[config.mk]
export PLATFORM = sky130hd
export DESIGN_NAME = voice_pcm_serial_port
export DESIGN_NICKNAME = d
export VERILOG_FILES = /design/src/include/pcm_pkg.sv /design/src/core/pcm_sync2.sv /design/src/core/pcm_buf2.sv /design/src/core/voice_pcm_serial_port.sv
export VERILOG_INCLUDE_DIRS = /design/src /design/src/include
export SDC_FILE = /design/constraint.sdc
export NUM_CORES = 1
export LEC_CHECK = 0
export ABC_AREA = 1
export BUFFER_PORTS_ARGS = -buffer_cell sky130_fd_sc_hd__buf_2
export CAP_MARGIN = 20
export CELL_PAD_IN_SITES_DETAIL_PLACEMENT = 0
export CELL_PAD_IN_SITES_GLOBAL_PLACEMENT = 1
export CORE_MARGIN = 2
export CORE_UTILIZATION = 43
export CTS_CLUSTER_DIAMETER = 100
export DETAILED_ROUTE_END_ITERATION = 8
export GPL_ROUTABILITY_DRIVEN = 1
export GPL_TIMING_DRIVEN = 1
export PLACE_DENSITY = 0.77
export SLEW_MARGIN = 15
export SYNTH_ARGS = -nofsm -noshare
export SYNTH_HDL_FRONTEND = slang
export SYNTH_SLANG_ARGS = --single-unit
export TNS_END_PERCENT = 30
[constraint.sdc]
create_clock -name clk_sys -period 5.1 [get_ports clk_sys]
set_clock_uncertainty 0.1 [all_clocks]
set_input_delay 0.765 -clock clk_sys [delete_from_list [all_inputs] [get_ports clk_sys]]
set_output_delay 0.765 -clock clk_sys [all_outputs]
set_load 0.02 [all_outputs]
[src/include/pcm_defines.svh]
`ifndef PCM_DEFINES_SVH
`define PCM_DEFINES_SVH

// Register byte offsets
`define VP_CTRL_OFS   8'h00
`define VP_CHAN_OFS   8'h04
`define VP_DIV_OFS    8'h08
`define VP_STAT_OFS   8'h0C

// Reset values: port off, 13-bit sample left justified, MSB first
`define VP_CTRL_RST   32'h0003_0000
`define VP_CHAN_RST   32'h0000_0000
`define VP_DIV_RST    8'h05

// Channel map field layout, one byte per channel
`define VP_CH_STRIDE  8
`define VP_CH_EN_BIT  4

// Status bit positions
`define VP_ST_CFGERR  0
`define VP_ST_OVR     1
`define VP_ST_UND     2

// Fill pattern codes for the three spare bits
`define VP_FILL_ZERO  2'h0
`define VP_FILL_ONES  2'h1
`define VP_FILL_SIGN  2'h2

// Timing counts
`define VP_MIN_DIV    8'h02
`define VP_MAX_RSEL   3'h4
`define VP_LONG_BITS  8'h03
`define VP_LAST_BIT   4'hF

`endif

[src/include/pcm_pkg.sv]
package pcm_pkg;

    // Control register image
    typedef struct packed {
        logic [6:0] pad2;
        logic [4:0] slotCount;
        logic [1:0] pad1;
        logic [1:0] pos;
        logic [2:0] fillVal;
        logic [1:0] fillMode;
        logic       lsbFirst;
        logic [1:0] wideband_voice_mode;
        logic       pad0;
        logic [2:0] rateSel;
        logic       rate16k;
        logic       longSync;
        logic       master;
        logic       en;
    } cfg_t;

    // One received word with its channel
    typedef struct packed {
        logic [1:0]  chan;
        logic [15:0] data;
    } sample_t;

    typedef enum logic [1:0] {IDLE, HUNT, RUN} frame_state_t;

endpackage : pcm_pkg

[src/core/pcm_sync2.sv]
`timescale 1ns/1ps
// Two-flop synchroniser for pins from outside the clock domain
module pcm_sync2 #(
    parameter int W = 1
) (
    input  wire logic         clk_sys,
    input  wire logic         reset,
    input  wire logic [W-1:0] d,
    output logic      [W-1:0] q
);
    logic [W-1:0] meta;

    if (W < 1) begin : g_bad_w
        $error("pcm_sync2: W must be at least 1");
    end

    // Only the second stage is visible to logic
    always_ff @(posedge clk_sys) begin
        if (reset) begin
            meta <= '0;
            q    <= '0;
        end else begin
            meta <= d;
            q    <= meta;
        end
    end
endmodule : pcm_sync2

[src/core/pcm_buf2.sv]
`timescale 1ns/1ps
// Two-entry buffer; head register feeds the output directly
module pcm_buf2 #(
    parameter int W     = 18,
    parameter int DEPTH = 2
) (
    input  wire logic         clk_sys,
    input  wire logic         reset,
    input  wire logic         inValid,
    output logic              inReady,
    input  wire logic [W-1:0] inData,
    output logic              outValid,
    input  wire logic         outReady,
    output logic      [W-1:0] outData
);
    logic [W-1:0] tail;
    logic         tailValid;

    if (DEPTH != 2) begin : g_bad_depth
        $error("pcm_buf2: only DEPTH 2 is supported");
    end

    wire push = inValid & inReady;
    wire pop  = outValid & outReady;

    // Head refills from tail first so order is kept
    always_ff @(posedge clk_sys) begin
        if (reset) begin
            outValid  <= 1'b0;
            tailValid <= 1'b0;
            outData   <= '0;
            tail      <= '0;
            inReady   <= 1'b1;
        end else if (!outValid || pop) begin
            if (tailValid) begin
                outData   <= tail;
                tail      <= inData;
                tailValid <= push;
                inReady   <= ~push;
            end else begin
                outData   <= inData;
                outValid  <= push;
            end
        end else if (push) begin
            tail      <= inData;
            tailValid <= 1'b1;
            inReady   <= 1'b0;
        end
    end
endmodule : pcm_buf2

[src/core/voice_pcm_serial_port.sv]
// How it works
// - Master mode drives bit clock and frame sync, slave mode takes them in.
// - Up to three channels run at once, each mapped to any slot.
// - At 8 kHz the slot count is 1, 2, 4, 8 or 16 for rates 128 to 2048.
// - A channel transmits and receives in the same slot number.
// - Data output is high impedance in every slot no channel owns.
// - Leaving a driven slot, output releases after the last bit's fall.
// - Transparent wideband mode passes 16-bit words through unchanged.
// - On-chip codec mode exchanges linear 16-bit samples unchanged.
// - Short and long sync both work in master and slave mode.
// - Short sync is a one-bit-wide high pulse timed from a rising edge.
// - Slave sees short sync high at a fall; bit 0 starts at next rise.
// - Long sync is three bits high, starting with the first bit.
// - A 16-bit word holds 13 sample bits at a set position and order.
// - Spare bits are dropped on receive and filled on transmit.
// - Reset format is 13-bit two's complement, left justified, MSB first.
//
// Register access over APB and the address map were decided locally.
`timescale 1ns/1ps
`include "pcm_defines.svh"
module voice_pcm_serial_port import pcm_pkg::*; #(
    parameter int CHANNELS = 3
) (
    input  wire logic                          clk_sys,
    input  wire logic                          reset,
    input  wire logic                          psel,
    input  wire logic                          penable,
    input  wire logic                          pwrite,
    input  wire logic [7:0]                    paddr,
    input  wire logic [31:0]                   pwdata,
    output logic      [31:0]                   prdata,
    output logic                               pready,
    output logic                               pslverr,
    input  wire logic                          bclkIn,
    output logic                               bclkOut,
    output logic                               bclkOe,
    input  wire logic                          syncIn,
    output logic                               syncOut,
    output logic                               syncOe,
    input  wire logic                          dataIn,
    output logic                               dataOut,
    output logic                               dataOe,
    input  wire logic [CHANNELS-1:0]           txValid,
    input  wire logic [CHANNELS-1:0][15:0]     txData,
    output logic      [CHANNELS-1:0]           txReady,
    output logic                               rxValid,
    input  wire logic                          rxReady,
    output sample_t                            rxSample
);
    if (CHANNELS < 1 || CHANNELS > 3) begin : g_bad_ch
        $error("voice_pcm_serial_port: CHANNELS must be 1 to 3");
    end

    cfg_t                 cfg;
    logic [31:0]          chanMap;
    logic [7:0]           divHalf;
    logic                 overrun, underrun;
    frame_state_t         state;
    logic [7:0]           pos, divCnt;
    logic                 startPend, startVal, syncPrev, bclkPrev;
    logic [15:0]          txShift, rxShift;
    logic [1:0]           txCh;
    logic [CHANNELS-1:0][15:0] txHold;
    logic                 rxPushV;
    sample_t              rxPushD;
    logic [2:0]           pinS;
    logic                 bufReady;
    logic                 cfgErr;

    // APB decode; one wait state so read data leaves a flop
    wire selCtrl  = paddr == `VP_CTRL_OFS;
    wire selChan  = paddr == `VP_CHAN_OFS;
    wire selDiv   = paddr == `VP_DIV_OFS;
    wire selStat  = paddr == `VP_STAT_OFS;
    wire mapped   = selCtrl | selChan | selDiv | selStat;
    wire access   = psel & penable & ~pready;
    wire wrEn     = psel & penable & pready & pwrite & mapped;
    wire [31:0] statWord = {16'h0, pos, 5'h0, underrun, overrun, cfgErr};
    wire [31:0] rdMux = selCtrl ? cfg :
                        selChan ? chanMap :
                        selDiv  ? {24'h0, divHalf} :
                        selStat ? statWord : 32'h0;

    always_ff @(posedge clk_sys) begin
        if (reset) begin
            pready  <= 1'b0;
            prdata  <= 32'h0;
            pslverr <= 1'b0;
        end else begin
            pready  <= access;
            if (access) begin
                prdata  <= pwrite ? 32'h0 : rdMux;
                pslverr <= ~mapped;
            end
        end
    end

    // Slot count and frame length
    wire [4:0] tblSlots = 5'h01 << cfg.rateSel;
    wire [4:0] slots    = cfg.rate16k ? cfg.slotCount : tblSlots;
    assign     cfgErr   = (cfg.rateSel > `VP_MAX_RSEL) |
                          (cfg.rate16k & ((cfg.slotCount == 5'h00) |
                          (cfg.slotCount > (tblSlots >> 1)))) |
                          (cfg.master & (divHalf < `VP_MIN_DIV));
    wire [7:0] lastPos  = {4'(slots - 5'h01), `VP_LAST_BIT};
    wire       runOk    = cfg.en & ~cfgErr;

    // Lowest numbered channel wins if two share a slot
    function automatic logic [2:0] owner(input logic [3:0] s);
        logic [2:0] r;
        r = 3'h0;
        for (int c = CHANNELS - 1; c >= 0; c--) begin
            if (chanMap[c*`VP_CH_STRIDE + `VP_CH_EN_BIT] &&
                chanMap[c*`VP_CH_STRIDE +: 4] == s &&
                {1'b0, s} < slots)
                r = {1'b1, 2'(c)};
        end
        return r;
    endfunction : owner

    // Sample to wire word: position and fill except in wideband mode, then order
    function automatic logic [15:0] fmtTx(input logic [15:0] d);
        logic [31:0] pat;
        logic [15:0] fill, w;
        pat  = {29'h0, cfg.fillVal} << (5'h0D + {3'h0, cfg.pos});
        fill = pat[15:0] | pat[31:16];
        if (cfg.fillMode == `VP_FILL_ZERO)
            fill = 16'h0000;
        else if (cfg.fillMode == `VP_FILL_ONES)
            fill = 16'hFFFF;
        else if (cfg.fillMode == `VP_FILL_SIGN)
            fill = {16{d[12]}};
        w = ({3'h0, d[12:0]} << cfg.pos) |
            (fill & ~(16'h1FFF << cfg.pos));
        if (cfg.wideband_voice_mode != 2'h0)
            w = d;
        if (cfg.lsbFirst)
            w = {<<{w}};
        return w;
    endfunction : fmtTx

    // Wire word to sample: sign-extended, spare bits dropped, except in wideband mode
    function automatic logic [15:0] parseRx(input logic [15:0] raw);
        logic [15:0] w;
        logic [12:0] s;
        w = raw;
        if (cfg.lsbFirst)
            w = {<<{raw}};
        s = 13'(w >> cfg.pos);
        return (cfg.wideband_voice_mode != 2'h0) ? w :
               {{3{s[12]}}, s};
    endfunction : parseRx

    // Edge events: own divider in master, sampled pin in slave
    wire masterRun = cfg.master & (state != IDLE);
    wire tick      = divCnt == 8'h00;
    wire rise      = cfg.master ? (masterRun & tick & ~bclkOut) :
                     (pinS[0] & ~bclkPrev);
    wire fall      = cfg.master ? (masterRun & tick & bclkOut) :
                     (~pinS[0] & bclkPrev);
    wire running   = state == RUN;
    wire [7:0] next_pos = startPend ? {7'h0, startVal} :
                          (pos == lastPos) ? 8'h00 : pos + 8'h01;
    wire [2:0] newOwn   = owner(next_pos[7:4]);
    wire [3:0] nextSlot = (pos == lastPos) ? 4'h0 : pos[7:4] + 4'h1;
    wire [2:0] curOwn   = owner(pos[7:4]);
    wire [2:0] folOwn   = owner(nextSlot);
    wire       slotLoad = rise & running & newOwn[2] &
                          (next_pos[3:0] == 4'h0);
    wire [15:0] txWord  = fmtTx(txHold[newOwn[1:0]]);

    pcm_sync2 #(.W(3)) u_pins (
        .clk_sys (clk_sys),
        .reset   (reset),
        .d       ({dataIn, syncIn, bclkIn}),
        .q       (pinS)
    );

    // Register writes; overrun and underrun clear on 1, a new event wins
    always_ff @(posedge clk_sys) begin
        if (reset) begin
            cfg      <= `VP_CTRL_RST;
            chanMap  <= `VP_CHAN_RST;
            divHalf  <= `VP_DIV_RST;
            overrun  <= 1'b0;
            underrun <= 1'b0;
        end else begin
            if (wrEn && selCtrl) cfg     <= pwdata;
            if (wrEn && selChan) chanMap <= pwdata;
            if (wrEn && selDiv)  divHalf <= pwdata[7:0];
            if (wrEn && selStat && pwdata[`VP_ST_OVR]) overrun  <= 1'b0;
            if (wrEn && selStat && pwdata[`VP_ST_UND]) underrun <= 1'b0;
            if (rxPushV && !bufReady) overrun <= 1'b1;
            if (slotLoad && txReady[newOwn[1:0]]) underrun <= 1'b1;
        end
    end

    // Frame state
    always_ff @(posedge clk_sys) begin
        if (reset || !runOk) begin
            state <= IDLE;
        end else begin
            case (state)
                IDLE:    state <= cfg.master ? RUN : HUNT;
                HUNT:    if (rise && startPend) state <= RUN;
                RUN:     state <= RUN;
                default: state <= IDLE;
            endcase
        end
    end

    // Master bit clock divider
    always_ff @(posedge clk_sys) begin
        if (reset || !masterRun) begin
            divCnt  <= 8'h00;
            bclkOut <= 1'b0;
        end else if (tick) begin
            divCnt  <= divHalf;
            bclkOut <= ~bclkOut;
        end else begin
            divCnt  <= divCnt - 8'h01;
        end
    end

    // Pin directions and master frame sync
    always_ff @(posedge clk_sys) begin
        if (reset) begin
            bclkOe  <= 1'b1;
            syncOe  <= 1'b1;
            syncOut <= 1'b0;
        end else begin
            bclkOe  <= ~(cfg.master & runOk);
            syncOe  <= ~(cfg.master & runOk);
            if (!masterRun)
                syncOut <= 1'b0;
            else if (rise)
                syncOut <= cfg.longSync ?
                           (next_pos < `VP_LONG_BITS) :
                           (next_pos == lastPos);
        end
    end

    // Bit position; slave realigns on each sync
    always_ff @(posedge clk_sys) begin
        if (reset || state == IDLE) begin
            pos       <= lastPos;
            startPend <= 1'b0;
            startVal  <= 1'b0;
            syncPrev  <= 1'b0;
            bclkPrev  <= 1'b0;
        end else begin
            bclkPrev <= pinS[0];
            if (rise) begin
                pos       <= next_pos;
                startPend <= 1'b0;
            end
            if (fall && !cfg.master) begin
                syncPrev <= pinS[1];
                if (pinS[1] && (!cfg.longSync || !syncPrev)) begin
                    startPend <= 1'b1;
                    startVal  <= cfg.longSync;
                end
            end
        end
    end

    // Transmit shifter: load at slot start, shift on rises
    always_ff @(posedge clk_sys) begin
        if (reset || !running) begin
            dataOe  <= 1'b1;
            dataOut <= 1'b0;
            txShift <= 16'h0000;
            txCh    <= 2'h0;
        end else begin
            if (slotLoad) begin
                dataOut <= txWord[15];
                txShift <= {txWord[14:0], 1'b0};
                dataOe  <= 1'b0;
                txCh    <= newOwn[1:0];
            end else if (rise && !dataOe) begin
                dataOut <= txShift[15];
                txShift <= {txShift[14:0], 1'b0};
            end
            // Stay driven into a following owned slot
            if (fall && pos[3:0] == `VP_LAST_BIT && !folOwn[2])
                dataOe <= 1'b1;
        end
    end

    // Transmit holding words; empty holding repeats last word
    always_ff @(posedge clk_sys) begin
        if (reset) begin
            txReady <= '1;
            txHold  <= '0;
        end else begin
            for (int c = 0; c < CHANNELS; c++) begin
                if (slotLoad && newOwn[1:0] == 2'(c))
                    txReady[c] <= 1'b1;
                if (txValid[c] && txReady[c]) begin
                    txHold[c]  <= txData[c];
                    txReady[c] <= 1'b0;
                end
            end
        end
    end

    // Receive shifter sampled on falls
    always_ff @(posedge clk_sys) begin
        if (reset) begin
            rxShift <= 16'h0000;
            rxPushV <= 1'b0;
            rxPushD <= '0;
        end else begin
            rxPushV <= 1'b0;
            if (fall && running) begin
                rxShift <= {rxShift[14:0], pinS[2]};
                if (pos[3:0] == `VP_LAST_BIT && curOwn[2]) begin
                    rxPushV <= 1'b1;
                    rxPushD <= '{chan: curOwn[1:0],
                                 data: parseRx({rxShift[14:0], pinS[2]})};
                end
            end
        end
    end

    // Receive buffer absorbs a short stall of the reader
    pcm_buf2 #(.W($bits(sample_t)), .DEPTH(2)) u_rxbuf (
        .clk_sys  (clk_sys),
        .reset    (reset),
        .inValid  (rxPushV),
        .inReady  (bufReady),
        .inData   (rxPushD),
        .outValid (rxValid),
        .outReady (rxReady),
        .outData  (rxSample)
    );
endmodule : voice_pcm_serial_port

# Word level (Yosys, flattened, before mapping)
# Cells that the tools add are included.
[totals]
mem_count = 0
output_inout_bits = 62
ff_bits = 280
wordCells = 283
mem_bits_rw = 0
latch_bits = 0
in_bits = 100
rom_bits = 0
[op_classes]
n_reduce_logical = 80
shift = 5
eq_ne = 23
div = 0
bitwise = 41
mux = 69
n_addsub = 5
mul = 0
order_cmp = 8
[op_table]
columns = ["operator", "n"]
rows = [
  ["$mux W16", 15],
  ["$mux W32", 3],
  ["$mux W18", 4],
  ["$logic_and A1 B1 Y1", 40],
  ["$mux W8", 5],
  ["$eq A4 B4 Y1", 9],
  ["$bmux W16 S2", 1],
  ["$or A16 B16 Y16", 2],
  ["$shl A3 B5 Y32", 1],
  ["$mux W3", 9],
  ["$mux W1", 26],
  ["$and A1 B1 Y1", 20],
  ["$reduce_bool A2 Y1", 10],
  ["$and A16 B16 Y16", 1],
  ["$eq A8 B4 Y1 const B", 2],
  ["$eq A8 B8 Y1", 2],
  ["$logic_not A8 Y1", 2],
  ["$lt A8 B2 Y1 const B", 2],
  ["$not A16 Y16", 1],
  ["$shl A13 B2 Y16", 1],
  ["$shl A13 B2 Y16 const A", 1],
  ["$shr A16 B2 Y13", 1],
  ["$lt A4 B5 Y1", 3],
  ["$not A1 Y1", 11],
  ["other kinds (28)", 59],
]

# Longest topological paths before layout
# Gate-level depths: netlist of the first run.
[logic_depth]
depth_word = 22
ltp_mapped = 34
ltp_nobuf = 34

# By module
# Synthesis of the first run repeated with hierarchy kept, for this count alone.
[hier_totals]
cells_unflattened = 2039
area_unflattened_um2 = 14493.9
[by_module_without_submodules]
columns = ["mod", "n_inst", "area_per_inst_um2", "cells_per_inst"]
rows = [
  ["voice_pcm_serial_port", 1, 12480.7, 1765],
  ["pcm_buf2", 1, 1848.0, 256],
  ["pcm_sync2", 1, 165.2, 18],
]

# Least setup slack after synthesis of the first run
# No wires, ideal clock.
[synth_timing]
path_kind = "register to register"
startpoint = "reg cfg[3] (netlist bit)"
endpoint = "reg txShift[6]"
t_required_ns = 4.930
stages_incl_launch_ff = 31
path_slack_ns = 1.451
arrival_ns = 3.479
path_cell_list = "dfxtp_1 -> buf_4 -> nand2_1 -> nand2_4 -> ha_1 -> nor2_1 -> nand3_2 -> nor2_4 -> nand2_8 -> nand2_4 -> inv_2 -> ha_1 -> inv_1 -> o21bai_1 -> a21oi_1 -> o21bai_1 -> nand2_1 -> inv_1 -> nor2_1 -> nand2_1 -> nor2_2 -> nand3_4 -> nand3_4 -> buf_6 -> nor2_1 -> nand3b_1 -> nand3_1 -> nand3_1 -> nand3_1 -> nand3_1 -> a21oi_1"
[synth_via]
elab_chain_cells = 21
[synth_lines]
columns = ["element", "line", "text"]
rows = [
  ["start, declared", "voice_pcm_serial_port.sv:54", "cfg_t cfg;"],
  ["start signal, assigned", "voice_pcm_serial_port.sv:182", "cfg <= `VP_CTRL_RST;"],
  ["start signal, assigned", "voice_pcm_serial_port.sv:188", "if (wrEn && selCtrl) cfg <= pwdata;"],
  ["$mux W5 (*)", "voice_pcm_serial_port.sv:100", "wire [4:0] slots = cfg.rate16k ? cfg.slotCount : tblSlots;"],
  ["parallel branches: the longest is 20 deep, another holds $lt A4 B5 Y1", "n/a", ""],
  ["end signal, assigned", "voice_pcm_serial_port.sv:277", "txShift <= {txWord[14:0], 1'b0};"],
  ["end signal, assigned", "voice_pcm_serial_port.sv:282", "txShift <= {txShift[14:0], 1'b0};"],
  ["end, declared", "voice_pcm_serial_port.sv:61", "logic [15:0] txShift, rxShift;"],
]
# Mark *: on every way between the ends. The select of a mux whose other input is x is not followed.
# A chain may end at the register's enable or synchronous reset.

# Worst setup path after layout of the first run
[layout_timing]
startpoint = "reg pos[0]"
endpoint = "reg underrun"
[layout_via]
elab_chain_cells = 13
[layout_lines]
columns = ["element", "line", "text"]
rows = [
  ["start, declared", "voice_pcm_serial_port.sv:59", "logic [7:0] pos, divCnt;"],
  ["start signal, assigned", "voice_pcm_serial_port.sv:246", "pos <= lastPos;"],
  ["start signal, assigned", "voice_pcm_serial_port.sv:254", "pos <= next_pos;"],
  ["$add A8 B1 Y8 / $eq A8 B8 Y1 (equally long branches)", "voice_pcm_serial_port.sv:163", "(pos == lastPos) ? 8'h00 : pos + 8'h01;"],
  ["$mux W8 (*)", "voice_pcm_serial_port.sv:163", ""],
  ["$mux W8 (*)", "voice_pcm_serial_port.sv:162", "wire [7:0] next_pos = startPend ? {7'h0, startVal} :"],
  ["parallel branches: the longest is 8 deep, another holds $lt A4 B5 Y1", "n/a", ""],
  ["$logic_and A1 B1 Y1 (*)", "voice_pcm_serial_port.sv:194", "if (slotLoad && txReady[newOwn[1:0]]) underrun <= 1'b1;"],
  ["$mux W1 / $reduce_bool A2 Y1 (equally long branches)", "n/a", ""],
  ["end signal, assigned", "voice_pcm_serial_port.sv:186", "underrun <= 1'b0;"],
  ["end signal, assigned", "voice_pcm_serial_port.sv:192", "if (wrEn && selStat && pwdata[`VP_ST_UND]) underrun <= 1'b0;"],
  ["end signal, assigned", "voice_pcm_serial_port.sv:194", ""],
  ["end, declared", "voice_pcm_serial_port.sv:57", "logic overrun, underrun;"],
]
# Marked as above.

==> results of run 1 <==
## timing repair
item | CTS | global route
hold endpoints to repair | 0 | 0
hold buffers | 0 | 0
resized for setup | 0 | 1
endpoints found under the setup margin | 0 | 16
## per-stage QoR
step,utilization [%],instances,hold slack [ns]
after floorplan,-,1983,0.288
after global placement,46.7,2497,0.298
after detailed placement,46.7,2497,0.300
after CTS,50.0,2557,0.313
after global routing,50.1,2560,0.330
final,50.1,2560,0.308
## power by group
group	internal [mW]	switching, mW	total, mW	leakage, nW
Clock	1.34	0.959	2.30	0.514
Combinational	0.0777	0.146	0.224	3.96
Sequential	2.23	0.0182	2.25	2.29
Total	3.64	1.12	4.77	6.76
## cells in the final DEF (no fill, tap or decap), types with 4 or more instances in the layout
cell and count:
nand3_2 15, nor2_1 228, nor4_1 5, o22ai_1 33, o211ai_1 21, clkinv_1 9, inv_1 164, nand4_1 12
clkbuf_1 8, a211oi_1 6, a21oi_1 198, inv_2 9, clkinv_2 7, mux2i_1 9, nand3b_1 18, edfxtp_1 4
o21ai_0 256, nand2_4 7, buf_4 23, nor2_4 5, o221ai_1 16, nand3_1 152, a31oi_1 17, a22oi_1 5
clkbuf_16 35, clkbuf_8 5, buf_2 161, nor2_2 6, nand2_2 9, ha_1 24, a221oi_1 4, nor3_1 14
dfxtp_1 275, xnor2_1 6, xor2_1 8, nand2_1 303
## path summary, 6_finish.rpt
check,slack [ns],start,end,depth (start not counted)
worst min-delay path,0.31,u_pins.meta[1],u_pins.q[1],2
worst max-delay path,0.55,pos[0],underrun,28
worst max register to register,0.55,pos[0],underrun,28
worst min register to register,0.31,u_pins.meta[1],u_pins.q[1],2
## final cells by class
cell class	instances	area, µm²
fillers	3364	16200
clock buffers	48	975
diodes	1	2.50
multi-input cells	1408	7270
inverters	184	696
repair buffers	185	998
clock inverters	12	75.1
flip-flops and latches	280	5650
well taps	442	553
## cell families (layout without fill, tap and decap cells)
logic type,Yosys count,count (layout)
XOR/XNOR,14,14
AND/OR/NAND/NOR,783,784
flip-flops,280,280
buffers and inverters,296,429
adder cells (fa/ha/maj),24,24
multiplexers,9,9
AO/OA/AOI/OAI,577,577
other,0,1
## routing by layer
metal | vias to the layer above | share of wire, % | global-route usage [%] | wire [µm]
met5 | - | 0 | 0 | 0
met4 | 0 | 2.9 | 8.41 | 1270
met3 | 83 | 5.1 | 3.74 | 2240
met2 | 363 | 47 | 43.4 | 20800
met1 | 6414 | 45 | 34.0 | 20000
li1 | 6947 | - | - | -
## registers in the layout, summed over array words and instances (netlist names), 2 cells and up
register	count
pos	8
divCnt	8
cfg	32
rxShift	15
chanMap	32
txReady	3
txHold	48
prdata	32
u_rxbuf.tail	18
u_pins.meta	3
rxPushD	18
u_pins.q	3
txShift	15
state	2
u_rxbuf.outData	18
divHalf	8
## critical path, delay by kind of cell, from the launching register on
family / cells / cell delay [ns]
buffers and inverters: 6 / 0.81
AOI/OAI and AO/OA: 5 / 0.47
and+or+nand+nor: 15 / 2.18
adders and majority gates: 2 / 0.44
DFF: 1 / 0.38
==> metrics, run 1 <==
die width 185 µm; synth warn 0; gpl congestion 0.927; full die area 34100 µm²; VDD IR max 0.000189 V; slew margin rel. 25.4%; Final setup viols 0; Placement Cell Area 15100 µm²; clock period minus worst slack 4.55 ns; largest net degree at the start of global routing 95; routed vias 13.8k; Fmax achieved 220 MHz; Seq cells post-synth 280; Hold Path Class reg2reg; simple-gate share of the synthesized area 25.3%; final net count 2217; post-synthesis mux area share 0.641%; row cnt 66; unrepaired setup endpoints after global routing false; gr usage total 25.8%; Post-CTS Setup Repair Bufs 0; DR DRC count 0; CP Data Required Time 5.37 ns; Ports 162; Pwr Density 294 nW/µm²; post-synth net total 2107; synth cell count leaders nand2_1 (304), dfxtp_1 (276), o21ai_0 (256), nor2_1 (230), a21oi_1 (198); H-Tree Level Count 2; Synth area leader dfxtp_1; Synth async-reset ratio 0%; CTS Buffer Depth 3; Avg Synthesized Cell Area 7.09 µm²; drt total wl 44.3 mm; CORE AREA 32400 µm²; Routed Antenna Nets 0; XOR/XNOR Fraction of Synth Area 0.873%; Reg clk slew, reported paths 0.06 ns; max cap viols 0; register area share after synthesis 40.2%; most numerous cell in the Yosys netlist nand2_1; Routed wire per std cell 17.3 µm; starting density of the core 43.4%; grt total ovfl 0; Critical Path Fanout Max 18; Tot Pwr 4.77 mW; Port-buffer cells 161; Worst EP arrival 4.83 ns; worst-margin pin slew 1.12 ns; final hold violations 0; Setup TNS 0 ns; top cell type's share of synthesized area 39.3%; routed vias/inst 5.39; Iter 0 DRT Violations 947; clock net sink count 280; critical path's largest stage delay 0.47 ns; fin worst setup slack 0.548 ns; crit path kind reg2reg; Vert. Die Dim 185 µm; outcome finished clean; Clk Latency, worst-skew pair 0.51 ns; fraction of layout cells with a size suffix above 1 14.3%; CP max stage cell clkinv_1; largest family of logic cells by synthesized area simple AND/OR/NAND/NOR gates; leakage 6.76 nW; adder-cell area share of the yosys netlist 2.14%; ys flop type dfxtp_1; DRT Pass-1 Iters 5; global-route wire length before repair 69.8 mm; Crit path top cell by count nand2_1; worst slack at placement 0.451 ns; Post-synth EDFFs 4; synth-to-layout area growth 15.4%; initial antenna violation count 1; period utilization 89.2%; max-slew violation count 0; Netlist cell types 56; synth top area cells dfxtp_1 (39%), o21ai_0 (9.1%), nand2_1 (8.1%), a21oi_1 (7.1%), nor2_1 (6.1%); cell area after synthesis 14100 µm²; Synth Area in Compound Gates 22.6%; Inserted Clock Buffers 34; cell area after layout 16200 µm²; Syn Inst Count 1983; TritonCTS clock tree yes; vias in the first global route 13.0k; Worst setup EP type flip-flop; CP startpoint kind flip-flop; Post-DP HPWL 31.7 mm; CTS root buf clkbuf_16
Power figures use the tool's default switching activity.
==> run 2: changes to the inputs <==
CORE_UTILIZATION = 46   (was 43)
PLACE_DENSITY = 0.82   (was 0.77)
clock period = 5.4 ns   (was 5.1 ns; I/O delays follow)
==> run 2 against run 1 <==
  * Worst hold slack hardly changed
  * Highest routed layer unchanged
  * Largest power group is now sequential cells
  * Via count grew 0.32%
  * Register-to-register slack better by 0.13 ns
  * Critical path type unchanged
  * Sequential share of layout area rose by 0.28 points
  * First-iteration DRC count up 39%
  * Clock-buffer cell count shrank 3
  * Total power fell by 6.9%
==> metrics, run 2 (synthesis results as in run 1) <==
outcome finished clean; worst-margin pin slew 1.11 ns; post-cts resize count 0; hold_buf cts 0; Worst R2R Path Depth 24; clock period minus worst slack 4.72 ns; H-Tree Level Count 1; CTS Buffer Depth 3; VDD IR max 0.000216 V; Pwr Density 276 nW/µm²; Top reg by flops txHold; max-slew violation count 0; Clk Latency, worst-skew pair 0.57 ns; routed vias 13.9k; r2r setup slk 0.68 ns; full die area 32000 µm²; Worst EP arrival 5.11 ns; worst r2r src pos[5]; Iter 0 DRT Violations 1320; Inserted Clock Buffers 31; row cnt 63; CTS root buf clkbuf_16; crit path kind reg2reg; max reg flops 48; r2r endpoint txShift[8]; largest net degree at the start of global routing 75; TritonCTS clock tree yes; vias in the first global route 12.9k; clock net sink count 280; Tot Pwr 4.44 mW; slew margin rel. 26.0%; Vert. Die Dim 179 µm; gr usage total 27.2%; grt total ovfl 0; Post-DP HPWL 31.5 mm; Critical Path Fanout Max 17; Worst Hold Path Cells 2; Fmax achieved 212 MHz; max cap viols 0; Post-CTS Setup Repair Bufs 0; most frequent cells in the layout nand2_1 (303), dfxtp_1 (276), o21ai_0 (256), nor2_1 (228), a21oi_1 (198); gpl congestion 0.931; routed vias/inst 5.53; global-route wire length before repair 69.3 mm; DRT Pass-1 Iters 6; Worst setup EP type flip-flop; fraction of layout cells with a size suffix above 1 14.0%; synth-to-layout area growth 14.4%; Ports 162; Reg clk slew, reported paths 0.07 ns; CORE AREA 29900 µm²; Final setup viols 0; CP startpoint kind flip-flop; unrepaired setup endpoints after global routing false; CP Data Required Time 5.79 ns; Routed wire per std cell 17.5 µm; starting density of the core 47.0%; Setup TNS 0 ns; commonest non-fill, non-tap cell in the layout nand2_1; leakage 6.74 nW; period utilization 87.4%; initial antenna violation count 2; final hold violations 0; final net count 2213; drt total wl 43.8 mm; Hold Path Class reg2reg; Routed Antenna Nets 0; Hold Path Origin u_pins.meta[0]; hold endpoint u_pins.q[0]; Port-buffer cells 161; die width 179 µm; DR DRC count 0
==> run 2: cell count changes in the layout (fill, tap and decap cells not counted), moves of 2 or more <==
cell / change
bufinv_16: +2
clkinvlp_4: -2
clkbuf_16: -3
inv_6: -2
==> run 2: per-layer routing <==
layer / part of all wire (%) / vias up / global-route usage, %
li1: - / 6939 / -
met1: 45 / 6436 / 36.7
met2: 46 / 398 / 45.2
met3: 5.5 / 78 / 3.75
met4: 3.1 / 0 / 8.03
met5: 0 / - / 0
==> run 2: stage by stage <==
stage / cells / utilization (%) / hold WS (ns) / cell area (µm²) / setup slack, ns
2_1_floorplan: 1983 / - / 0.288 / 14100 / 1.75
3_3_place_gp: 2445 / 50.4 / 0.302 / 15100 / 0.794
3_5_place_dp: 2445 / 50.4 / 0.303 / 15100 / 0.727
4_1_cts: 2500 / 53.8 / 0.316 / 16100 / 0.665
5_1_grt: 2503 / 53.8 / 0.320 / 16100 / 0.245
6_report: 2503 / 53.8 / 0.308 / 16100 / 0.679
==> run 2: worst max-delay path by stage <==
stage                     startpoint          end  slack, ns
after global routing          cfg[3]  txShift[10]       0.24
after floorplan               cfg[3]   txShift[6]       1.75
final                         pos[5]   txShift[8]       0.68
after detailed placement      cfg[3]  txShift[15]       0.73
after CTS                     cfg[3]  txShift[15]       0.66
after global placement        pos[5]   txShift[7]       0.79
==> run 2: final cells by class <==
type | count | area (µm²)
Clock inverter | 10 | 103
Antenna cell | 2 | 5.00
Clock buffer | 45 | 900
Fill cell | 3037 | 13800
Timing Repair Buffer | 185 | 986
Multi-Input combinational cell | 1407 | 7260
Inverter | 184 | 696
Tap cell | 390 | 488
Sequential cell | 280 | 5650
==> run 2: power breakdown <==
| group | switching (mW) | internal (mW) | leakage (nW) |
|---|---|---|---|
| Combinational | 0.138 | 0.0732 | 3.95 |
| Sequential | 0.0179 | 2.10 | 2.29 |
| Clock | 0.865 | 1.24 | 0.496 |
==> run 2: worst max-delay path: stages (launching register included) <==
cell and delay (ns):
edfxtp_1 0.59, inv_1 0.29, o31ai_1 0.41, o21ai_0 0.14, nor2_1 0.30, nand2_2 0.22, inv_1 0.14, ha_1 0.23
inv_1 0.05, o21bai_1 0.06, nand2_1 0.09, inv_1 0.05, nor2_1 0.08, nand2_1 0.07, nor2_2 0.15, nand3_4 0.23
nand2_1 0.17, inv_2 0.05, o21ai_2 0.05, nand2_2 0.22, nand2_1 0.17, nand2_2 0.22, inv_2 0.28, o21ai_0 0.12
a21oi_1 0.16
==> run 3: changes to the inputs <==
CELL_PAD_IN_SITES_DETAIL_PLACEMENT = 1   (was 0)
CELL_PAD_IN_SITES_GLOBAL_PLACEMENT = 2   (was 1)
CORE_UTILIZATION = 36   (was 46)
==> run 3 against run 2 <==
  * Total power grew 3.2%
  * Worst hold slack gained 0.0033 ns
  * Global-route usage is 3.2 points lower
  * First-iteration DRC count fell by 48%
  * Worst setup slack got worse by 0.056 ns
  * Largest power group is now the clock network
  * Flip-flop and latch count stayed put
  * Wire length up 13%
  * Clock-buffer cell count stayed put
  * Final area increased by 1.8%
  * Core utilization is 11 points lower
  * Critical path depth increased by 6
==> metrics, run 3 (synthesis results as in run 1) <==
largest net degree at the start of global routing 120; starting density of the core 36.4%; Routed wire per std cell 18.8 µm; Tot Pwr 4.58 mW; max reg flops 48; Worst EP arrival 5.13 ns; CP Data Required Time 5.76 ns; worst slack at placement 0.520 ns; max-slew violation count 0; Pwr Density 280 nW/µm²; clock period minus worst slack 4.78 ns; Post-DP HPWL 35.7 mm; period utilization 88.5%; Worst setup EP type flip-flop; Critical Path Fanout Max 18; routed vias 14.0k; Setup TNS 0 ns; full die area 40600 µm²; outcome finished clean; Iter 0 DRT Violations 693; most frequent cells in the layout nand2_1 (303), dfxtp_1 (275), o21ai_0 (256), nor2_1 (228), a21oi_1 (198); Fin Hold WS 0.311 ns; DR DRC count 0; routed vias/inst 5.31; H-Tree Level Count 2; Vert. Die Dim 202 µm; VDD IR max 0.000159 V; CP delay by family, top simple AND/OR/NAND/NOR gates; CTS Buffer Depth 3; row cnt 72; multi-input logic area 7260 µm²; die width 202 µm; global-route wire length before repair 77.9 mm; TritonCTS clock tree yes; final hold violations 0; Hold Path Class reg2reg; Crit path top cell by count nand2_1; grt total ovfl 0; DRT Pass-1 Iters 5; Crit path buffers/inverters 5; commonest non-fill, non-tap cell in the layout nand2_1; fill count 4911; CP startpoint kind flip-flop; fin worst setup slack 0.623 ns; Register Area 5650 µm²; Port-buffer cells 161; vias in the first global route 14.1k; CTS root buf clkbuf_16; worst-margin pin slew 0.917 ns; initial antenna violation count 2; gr usage total 24.0%; Fmax achieved 209 MHz; Ports 162; CORE AREA 38600 µm²; Routed Antenna Nets 0; synth-to-layout area growth 16.5%; critical path's largest stage delay 0.36 ns; gpl congestion 0.889; Inserted Clock Buffers 35; Reg clk slew, reported paths 0.05 ns; crit path kind reg2reg; clock net sink count 280; unrepaired setup endpoints after global routing false; Clk Latency, worst-skew pair 0.55 ns; Final setup viols 0; slew margin rel. 38.6%; leakage 6.80 nW; max cap viols 0; Top reg by flops txHold; drt total wl 49.4 mm; fraction of layout cells with a size suffix above 1 14.4%; hold_buf cts 0; CP max stage cell dfxtp_1; final net count 2220
[run 3: cell types whose count changed in the layout (fill, tap and decap cells not counted), moves of 2 or more]
cell / before / now
inv_6: 0 / 3
clkbuf_1: 8 / 3
clkbuf_16: 32 / 35
clkbuf_8: 5 / 7
clkinv_2: 7 / 5
[run 3: power breakdown]
group,switching (mW),internal [mW]
combinational,0.148,0.0755
sequential,0.0166,2.10
clock,0.911,1.32
total,1.08,3.50
[run 3: final timing paths]
path	start	end	slack, ns	depth (start not counted)
max	cfg[4]	txShift[14]	0.62	30
max reg2reg	cfg[4]	txShift[14]	0.62	30
min reg2reg	u_pins.meta[1]	u_pins.q[1]	0.31	2
min	u_pins.meta[1]	u_pins.q[1]	0.31	2
[run 3: stage by stage]
stage	cell area, µm²	util, %	cells
3_3_place_gp	15200	39.5	2575
6_report	16400	42.4	2634
5_1_grt	16400	42.4	2634
4_1_cts	16300	42.3	2630
2_1_floorplan	14100	-	1983
3_5_place_dp	15200	39.5	2575
[run 3: layer usage]
layer | wire [µm] | GRT usage (%)
met4 | 1480 | 8.01
met2 | 23400 | 41.0
met3 | 1800 | 3.66
met5 | 0 | 0
met1 | 22700 | 31.0
[run 3: worst min-delay path: cells and delay by family, from the launching register on]
| family | cells | cell delay [ns] |
|---|---|---|
| and+or+nand+nor | 1 | 0.03 |
| buffers and inverters | 1 | 0.04 |
| DFF | 1 | 0.30 |
[run 3: final cells by class]
class                      count  area share [%]
multi-input combinational   1407            44.3
inverter                     184            4.25
antenna                        2          0.0306
timing repair buffer         188            6.36
tap                          518            3.96
clock inverter                10           0.543
clock buffer                  45            6.01
sequential                   280            34.5
[run 3: what timing repair did]
action,4_1_cts,5_1_grt
resized for setup,0,1
setup buffers,0,0
endpoints found under the setup margin,0,1
